**src/hdl/tecc_pkg.sv**
```systemverilog
// Purpose: Shared constants for the thermal event configuration block
// Assumes: Temperatures in two's complement, LSB 0.0625 degC, 13 bits wide
// Notes: Hysteresis amounts are given in temperature LSBs
package tecc_pkg;
  // Register offsets
  localparam logic [7:0] ADDR_CONFIG = 8'h01;
  localparam logic [7:0] ADDR_UPPER = 8'h02;
  localparam logic [7:0] ADDR_LOWER = 8'h03;
  localparam logic [7:0] ADDR_CRIT = 8'h04;
  // Configuration bit positions
  localparam int BIT_MODE = 0;
  localparam int BIT_POL = 1;
  localparam int BIT_CRIT_ONLY = 2;
  localparam int BIT_OE = 3;
  localparam int BIT_STATUS = 4;
  localparam int BIT_CLEAR = 5;
  localparam int BIT_WIN_LOCK = 6;
  localparam int BIT_CRIT_LOCK = 7;
  localparam int BIT_HYS_LO = 9;
  localparam int BIT_HYS_HI = 10;
  // Trip status positions inside the three-bit status vector
  localparam int TRIP_BELOW = 0;
  localparam int TRIP_ABOVE = 1;
  localparam int TRIP_CRIT = 2;
  localparam int TRIP_N = 3;
  // Threshold registers keep bits 12:2 only
  localparam logic [15:0] THR_MASK = 16'h1ffc;
  localparam logic [15:0] THR_RESET = 16'h0000;
  localparam logic [1:0] HYS_RESET = 2'h0;
  // Hysteresis selections and their sizes in 0.0625 degC steps
  localparam logic [1:0] HYS_NONE = 2'h0;
  localparam logic [1:0] HYS_1P5 = 2'h1;
  localparam logic [1:0] HYS_3P0 = 2'h2;
  localparam logic [13:0] HYS_AMT_1P5 = 14'h0018;
  localparam logic [13:0] HYS_AMT_3P0 = 14'h0030;
  localparam logic [13:0] HYS_AMT_6P0 = 14'h0060;
endpackage

```
**src/hdl/tecc_trip_if.sv**
```systemverilog
// Purpose: Carries thresholds and temperature to the trip comparator
// Assumes: One clock domain
// Notes: The status vector comes back from the comparator
`timescale 1ns/1ps
interface tecc_trip_if #(parameter int TEMP_W = 13);
  logic [TEMP_W-1:0] temp;
  logic temp_valid;
  logic [15:0] upper;
  logic [15:0] lower;
  logic [15:0] crit;
  logic [1:0] hys_sel;
  logic [tecc_pkg::TRIP_N-1:0] status;
  modport cfg (output temp, temp_valid, upper, lower, crit, hys_sel, input status);
  modport trip (input temp, temp_valid, upper, lower, crit, hys_sel, output status);
endinterface

```
**src/hdl/tecc_config.sv**
```systemverilog
// Purpose: Configuration register, lock bits and event pin of a thermal sensor
// Assumes: Serial bus decoding is done outside; one-cycle read and write strobes
// Notes: Lock bits are cleared only by RST_B_I, standing in for power-on reset
// Contract
// - Critical lock blocks critical threshold writes
// - Window lock blocks upper and lower writes
// - Locks reset zero, stick, only reset clears
// - One write with a one sets lock
// - Clear bit drops latched event, interrupt mode only
// - Clear bit write-only, reads zero
// - Status bit shows pin asserted, read-only
// - Output enable gates the event pin
// - Critical-only limits event to critical condition
// - Either lock freezes enable, critical-only, polarity, mode
// - Polarity bit selects active low or high
// - Mode bit selects comparator or interrupt
// - Window status bits set and clear with hysteresis
// - Critical status sets rising, clears minus hysteresis
// - Hysteresis field selects none, 1.5, 3, 6 degrees
`timescale 1ns/1ps
module tecc_config #(
  parameter int TEMP_W = 13
) (
  input wire logic CLK_I,
  input wire logic RST_B_I,
  input wire logic REG_WR_I,
  input wire logic REG_RD_I,
  input wire logic [7:0] REG_ADDR_I,
  input wire logic [15:0] REG_WDATA_I,
  output logic [15:0] REG_RDATA_O,
  input wire logic [TEMP_W-1:0] TEMP_I,
  input wire logic TEMP_VALID_I,
  output logic EVENT_O,
  output logic [2:0] TRIP_STATUS_O
);
  if (TEMP_W != 13) begin : g_chk
    $error("TEMP_W must be 13 to match the threshold layout");
  end

  typedef struct packed {
    logic crit_lock;
    logic win_lock;
    logic oe;
    logic crit_only;
    logic pol;
    logic mode;
    logic [1:0] hys_sel;
    logic [15:0] upper;
    logic [15:0] lower;
    logic [15:0] crit;
    logic latch;
    logic cond_prev;
    logic [15:0] rdata;
    logic pin;
  } tecc_cfg_s;

  tecc_cfg_s st_q;
  tecc_cfg_s st_d;

  tecc_trip_if #(.TEMP_W(TEMP_W)) tif ();

  // Address match shared by the write and read paths
  function automatic logic tecc_hit(input logic [7:0] a, input logic [7:0] off);
    tecc_hit = (a == off);
  endfunction

  logic any_lock;
  logic cond;
  logic active;
  logic asserted;
  logic wr_cfg;
  logic clr_evt;

  // Event condition and pin level derive from registered state
  assign any_lock = st_q.crit_lock | st_q.win_lock;
  assign cond = st_q.crit_only ? tif.status[tecc_pkg::TRIP_CRIT] : |tif.status;
  assign active = st_q.mode ? st_q.latch : cond;
  assign asserted = st_q.oe & active;
  assign wr_cfg = REG_WR_I & tecc_hit(REG_ADDR_I, tecc_pkg::ADDR_CONFIG);
  assign clr_evt = wr_cfg & REG_WDATA_I[tecc_pkg::BIT_CLEAR] & st_q.mode;

  // Next-state logic for registers, event latch and pin
  always_comb begin
    st_d = st_q;
    st_d.cond_prev = cond;
    // New event wins over a clear arriving in the same cycle
    if (clr_evt) begin
      st_d.latch = 1'b0;
    end
    if (cond & ~st_q.cond_prev) begin
      st_d.latch = 1'b1;
    end
    if (wr_cfg) begin
      // Locks only ever go to one here
      st_d.crit_lock = st_q.crit_lock | REG_WDATA_I[tecc_pkg::BIT_CRIT_LOCK];
      st_d.win_lock = st_q.win_lock | REG_WDATA_I[tecc_pkg::BIT_WIN_LOCK];
      // Lock state before this write decides, so a locking write still lands its fields
      if (!any_lock) begin
        st_d.oe = REG_WDATA_I[tecc_pkg::BIT_OE];
        st_d.crit_only = REG_WDATA_I[tecc_pkg::BIT_CRIT_ONLY];
        st_d.pol = REG_WDATA_I[tecc_pkg::BIT_POL];
        st_d.mode = REG_WDATA_I[tecc_pkg::BIT_MODE];
        st_d.hys_sel = REG_WDATA_I[tecc_pkg::BIT_HYS_HI:tecc_pkg::BIT_HYS_LO];
      end
    end
    if (REG_WR_I && tecc_hit(REG_ADDR_I, tecc_pkg::ADDR_CRIT) && !st_q.crit_lock) begin
      st_d.crit = REG_WDATA_I & tecc_pkg::THR_MASK;
    end
    if (REG_WR_I && tecc_hit(REG_ADDR_I, tecc_pkg::ADDR_UPPER) && !st_q.win_lock) begin
      st_d.upper = REG_WDATA_I & tecc_pkg::THR_MASK;
    end
    if (REG_WR_I && tecc_hit(REG_ADDR_I, tecc_pkg::ADDR_LOWER) && !st_q.win_lock) begin
      st_d.lower = REG_WDATA_I & tecc_pkg::THR_MASK;
    end
    // Read data is captured on the strobe; unmapped offsets read zero
    if (REG_RD_I) begin
      st_d.rdata = 16'h0000;
      if (tecc_hit(REG_ADDR_I, tecc_pkg::ADDR_CONFIG)) begin
        st_d.rdata[tecc_pkg::BIT_CRIT_LOCK] = st_q.crit_lock;
        st_d.rdata[tecc_pkg::BIT_WIN_LOCK] = st_q.win_lock;
        st_d.rdata[tecc_pkg::BIT_CLEAR] = 1'b0;
        st_d.rdata[tecc_pkg::BIT_STATUS] = asserted;
        st_d.rdata[tecc_pkg::BIT_OE] = st_q.oe;
        st_d.rdata[tecc_pkg::BIT_CRIT_ONLY] = st_q.crit_only;
        st_d.rdata[tecc_pkg::BIT_POL] = st_q.pol;
        st_d.rdata[tecc_pkg::BIT_MODE] = st_q.mode;
        st_d.rdata[tecc_pkg::BIT_HYS_HI:tecc_pkg::BIT_HYS_LO] = st_q.hys_sel;
      end else if (tecc_hit(REG_ADDR_I, tecc_pkg::ADDR_UPPER)) begin
        st_d.rdata = st_q.upper;
      end else if (tecc_hit(REG_ADDR_I, tecc_pkg::ADDR_LOWER)) begin
        st_d.rdata = st_q.lower;
      end else if (tecc_hit(REG_ADDR_I, tecc_pkg::ADDR_CRIT)) begin
        st_d.rdata = st_q.crit;
      end
    end
    // Asserted level follows polarity; disabled output rests inactive
    st_d.pin = st_q.pol ? asserted : ~asserted;
  end

  // State register; reset is the only path that clears the locks
  always_ff @(posedge CLK_I or negedge RST_B_I) begin
    if (!RST_B_I) begin
      st_q <= '0;
      st_q.hys_sel <= tecc_pkg::HYS_RESET;
      st_q.upper <= tecc_pkg::THR_RESET;
      st_q.lower <= tecc_pkg::THR_RESET;
      st_q.crit <= tecc_pkg::THR_RESET;
      st_q.pin <= 1'b1; // Inactive level for the reset polarity
    end else begin
      st_q <= st_d;
    end
  end

  // Comparator side
  assign tif.temp = TEMP_I;
  assign tif.temp_valid = TEMP_VALID_I;
  assign tif.upper = st_q.upper;
  assign tif.lower = st_q.lower;
  assign tif.crit = st_q.crit;
  assign tif.hys_sel = st_q.hys_sel;

  tecc_trip #(.TEMP_W(TEMP_W)) u_trip (
    .clk_i(CLK_I),
    .rst_b_i(RST_B_I),
    .tif(tif.trip)
  );

  assign REG_RDATA_O = st_q.rdata;
  assign EVENT_O = st_q.pin;
  assign TRIP_STATUS_O = tif.status;
endmodule

```
**src/hdl/tecc_trip.sv**
```systemverilog
// Purpose: Below-window, above-window and above-critical status with hysteresis
// Assumes: Temperature sample is taken when temp_valid is high
// Notes: Between set and clear points a status bit holds its value
`timescale 1ns/1ps
module tecc_trip #(
  parameter int TEMP_W = 13
) (
  input wire logic clk_i,
  input wire logic rst_b_i,
  tecc_trip_if.trip tif
);
  typedef struct packed {
    logic [tecc_pkg::TRIP_N-1:0] status;
  } tecc_trip_s;

  tecc_trip_s st_q;
  tecc_trip_s st_d;

  // Sign extend to 14 bits so subtracting hysteresis cannot wrap
  function automatic logic signed [13:0] tecc_sext(input logic [15:0] v);
    tecc_sext = {v[12], v[12:0]};
  endfunction

  // Hysteresis size from the two-bit select
  function automatic logic signed [13:0] tecc_hys(input logic [1:0] sel);
    case (sel)
      tecc_pkg::HYS_NONE: tecc_hys = 14'h0000;
      tecc_pkg::HYS_1P5: tecc_hys = tecc_pkg::HYS_AMT_1P5;
      tecc_pkg::HYS_3P0: tecc_hys = tecc_pkg::HYS_AMT_3P0;
      default: tecc_hys = tecc_pkg::HYS_AMT_6P0;
    endcase
  endfunction

  logic signed [13:0] t_s;
  logic signed [13:0] h_s;
  logic signed [13:0] thr_s [tecc_pkg::TRIP_N];

  assign t_s = tecc_sext(16'(tif.temp));
  assign h_s = tecc_hys(tif.hys_sel);
  assign thr_s[tecc_pkg::TRIP_BELOW] = tecc_sext(tif.lower & tecc_pkg::THR_MASK);
  assign thr_s[tecc_pkg::TRIP_ABOVE] = tecc_sext(tif.upper & tecc_pkg::THR_MASK);
  assign thr_s[tecc_pkg::TRIP_CRIT] = tecc_sext(tif.crit & tecc_pkg::THR_MASK);

  // Each channel has a set point and a clear point; below-window is mirrored
  always_comb begin
    st_d = st_q;
    if (tif.temp_valid) begin
      for (int i = 0; i < tecc_pkg::TRIP_N; i++) begin
        if (i == tecc_pkg::TRIP_BELOW) begin
          if (t_s >= thr_s[i]) begin
            st_d.status[i] = 1'b0;
          end else if (t_s <= thr_s[i] - h_s) begin
            st_d.status[i] = 1'b1;
          end
        end else begin
          if (t_s > thr_s[i]) begin
            st_d.status[i] = 1'b1;
          end else if (t_s <= thr_s[i] - h_s) begin
            st_d.status[i] = 1'b0;
          end
        end
      end
    end
  end

  // State register
  always_ff @(posedge clk_i or negedge rst_b_i) begin
    if (!rst_b_i) begin
      st_q <= '0;
    end else begin
      st_q <= st_d;
    end
  end

  assign tif.status = st_q.status;
endmodule

```
**config.mk**
```make
export PLATFORM = sky130hd
export DESIGN_NAME = tecc_config
export DESIGN_NICKNAME = d
export VERILOG_FILES = /design/src/hdl/tecc_pkg.sv /design/src/hdl/tecc_trip_if.sv /design/src/hdl/tecc_config.sv /design/src/hdl/tecc_trip.sv
export SDC_FILE = /design/constraint.sdc
export NUM_CORES = 1
export LEC_CHECK = 0
export BUFFER_PORTS_ARGS = -buffer_cell sky130_fd_sc_hd__buf_2
export CAP_MARGIN = 20
export CORE_ASPECT_RATIO = 1.4
export CORE_MARGIN = 1.5
export CORE_UTILIZATION = 64
export DETAILED_ROUTE_END_ITERATION = 7
export PLACE_DENSITY_LB_ADDON = 0.25
export SYNTH_ARGS = -nofsm -noshare
export SYNTH_HDL_FRONTEND = slang
export SYNTH_HIERARCHICAL = 1
export SYNTH_SLANG_ARGS = --single-unit
```
**constraint.sdc**
```tcl
create_clock -name CLK_I -period 5.6 [get_ports CLK_I]
set_clock_uncertainty 0.05 [all_clocks]
set_input_delay 0.28 -clock CLK_I [delete_from_list [all_inputs] [get_ports CLK_I]]
set_output_delay 0.28 -clock CLK_I [all_outputs]
set_load 0.01 [all_outputs]
```
==> impl_metrics.toml <==
[setup_path]
worstPathCellList = "inv_1 > ha_1 > ha_1 > a221oi_1 > nor3b_1 > or4_1 > nor2b_1 > xnor2_1 > ha_1 > nand4_1 > a21oi_1 > a2111oi_0 > nor2_1 > nand3b_1"
cp-start-kind = "flop"
cp-endpoint = "u_trip/tif.status[2]"
ff2ff_setup_slack_ns = 1.26
r2r_start = "tif.hys_sel[0]"
crit_path_frequent_cell = "ha_1"
cp-startpoint = "tif.hys_sel[0]"
arrival_ns = 4.51
worstSetupEndpointType = "flop"
r2r_end = "u_trip/tif.status[2]"
cp_max_fo = 5
required_ns = 5.77
rr_worst_depth = 14
criticalPathCategory = "reg2reg"
max_stage_delay_ns = 0.86
cpMaxStageDelayCell = "a2111oi_0"

[timing]
fin_crit_ns = 4.34
grt_setup_unrepaired = "no"
setup_viol_count_final = 0
fmax_mhz = 230
tightest_slew_ns = 0.971
hold_viol = 0
setup_tns_ns = 0
maxSlewHeadroom_pct = 33.6
period_share_pct = 77.5
timing.final.ws_setup_ns = 1.26
finalMaxSlewViolations = 0

[logic_synthesis]
netlist_area_um2 = 5150
synth-xor-area-share_pct = 4.93
synth-edff-count = 0
synthAdderAreaFrac_pct = 20.5
netlist-cell-type-count = 61
synth.area.mux_share_pct = 8.72
ys.flop_type = "dfrtp_1"
synth_area_leader_cell = "dfrtp_1"
avgSynthCellArea_um2 = 9.81
yosysTopAreaCellShare_pct = 28.7
syn_inst = 525
synth_top_family_by_area = "adder cells"
seq_area_frac_synth_pct = 29.2
synth_warnings = 6
synthSimpleGateAreaFrac_pct = 14.3
synth_compound_area_share_pct = 15.1
synth_async_sr_flop_share_pct = 100
synth_seq_cells = 60
synth_area_leaders = "dfrtp_1 29%, ha_1 19%, mux2_2 8.1%"

[clock_network]
clk_path_buf_depth = 2
insertion_delay_ns = 0.35
cts_tree = "yes"
cts.repair.resized = 0
cts_root_buf = "clkbuf_8"
cts_setup_buffers = 0
cts_max_level = 3
cts.sinks = 60
cts_made_buffers = 9
cts_hold_buf = 0
clkTransAtPathRegs_ns = 0.07

[power]
power_density_nw_per_um2 = 234
vdd_drop_max_mv = 0.240
totalPowerFinal_uw = 1310
leakagePower_uw = 0.00260

[finish]
layout.nets = 693
drive_gt1_share_pct = 21.2
n_antenna_cell = 0
syn2layout_area_growth_pct = 8.65

[floorplan]
io_pins = 62
coreArea_um2 = 7800
num_rows = 38
start_util_pct = 66.0
die_w_um = 78.8
fp.dieH_um = 109
dieArea_um2 = 8600

[routing]
via_per_inst = 6.26
wl_met1_mm = 5.14
wl_per_cell_um = 19.6
drt-initial-drc-count = 178
postRouteAntennaNets = 0
drc = 0
vias = 4223
dr.pass1.iters = 5
maxUsedRoutingLayer = "met4"
wl_met3_um = 573
wl_met2_mm = 6.78
routed_wl_mm = 13.2

[placed_design]
gp_congestion = 0.944
place_hpwl_mm = 10.4
port_buffers = 55
dp_slack_ns = 1.42

[global_route]
grt_overflow = 0
grt_start_max_net_pins = 61
grtUsageTotal_pct = 32.5
antenna_found_initial = 0
grt_pass1_vias = 4227
grt_pass1_wl_mm = 20.8

[hold_path]
min_path_type = "in2async"

[run_status]
status = "finished clean"

[job]
maxCapViolCount = 0
report_power, final:
| part | internal [µW] | switching, µW |
|---|---|---|
| Sequential | 458 | 33.2 |
| Clock | 209 | 162 |
| Combinational | 203 | 245 |
how the worst min path moves through the flow:
stage          slack, ns      from             end
2_1_floorplan      -0.07   RST_B_I  REG_RDATA_O[0]
3_3_place_gp        0.39  st_q[70]         EVENT_O
3_5_place_dp        0.40  st_q[70]         EVENT_O
4_1_cts             0.06   RST_B_I    tif.upper[4]
5_1_grt              0.1   RST_B_I        st_q[72]
6_report            0.03   RST_B_I        st_q[72]
cell usage after synthesis (6+ instances only):
cell type	n
a21oi_1	23
ha_1	78
a221o_1	7
nor3_1	6
a22o_1	7
nor2b_1	11
nand4_1	14
a221oi_1	8
nand2_1	19
buf_4	16
xnor2_1	27
nand3_1	16
mux2_2	37
nor2_1	18
inv_1	49
a21o_1	9
dfrtp_1	59
nand2b_1	10
o21ai_0	27
metal layers:
layer | vias up | track usage [%]
met3 | 41 | 5.77
met4 | 0 | 20.6
met2 | 136 | 58.3
met1 | 2035 | 35.0
met5 | - | 0
li1 | 2011 | -
stage by stage:
stage | cells | util [%] | cell area [µm²] | hold WS [ns]
floorplan | 527 | - | 5160 | -0.0656
global placement | 659 | 69.3 | 5400 | 0.394
detailed placement | 659 | 69.3 | 5400 | 0.401
CTS | 675 | 71.8 | 5600 | 0.0556
global route | 675 | 71.8 | 5600 | 0.0978
finish | 675 | 71.8 | 5600 | 0.0320
worst max-delay path, delay by kind of cell, from the launching register on:
kind / cells / cell delay, ns
buf+inv: 1 / 0.07
fa+ha+maj: 3 / 0.94
compound gates: 3 / 1.31
flops: 1 / 0.45
simple gates: 6 / 1.24
xor+xnor: 1 / 0.14
cell usage in the layout (no fill, tap or decap), types with 4 or more instances in the layout:
cell type	n
nor2_1	18
nor2b_1	11
a21o_1	9
inv_1	49
a31oi_1	4
buf_2	55
a221o_1	7
xnor2_1	27
mux2_2	37
nor4_1	4
nor3b_1	4
nand3_1	16
nand2_1	19
o2111ai_1	4
nand4_1	14
dfrtp_1	59
a221oi_1	8
a21oi_1	23
clkbuf_8	13
nand2b_1	10
nor3_1	6
o21ai_0	27
a22o_1	7
ha_1	78
logic make-up (layout without fill, tap and decap cells):
kind of cell             after synthesis  count (layout)
AND/OR/NAND/NOR                      123             123
AO/OA/AOI/OAI                        112             112
adder cells (fa/ha/maj)               83              83
buffers and inverters                 77             125
flip-flops                            60              60
multiplexers                          40              40
XOR/XNOR                              29              29
other                                  1               3
area by class of cell:
cell class	count	area (µm²)
Multi-Input combinational cell	390	3290
Inverter	51	191
Clock buffer	15	186
Timing Repair Buffer	58	298
Fill cell	599	2200
Sequential cell	60	1500
Tap cell	100	125
Clock inverter	1	5.00
sequential cells by signal (all words and copies together), names as in the netlist:
name / cells
REG_RDATA_O: 13
tif.crit: 11
tif.lower: 11
tif.upper: 11
st_q: 8
u_trip/tif.status: 3
tif.hys_sel: 2
EVENT_O: 1
Power figures use the tool's default switching activity.
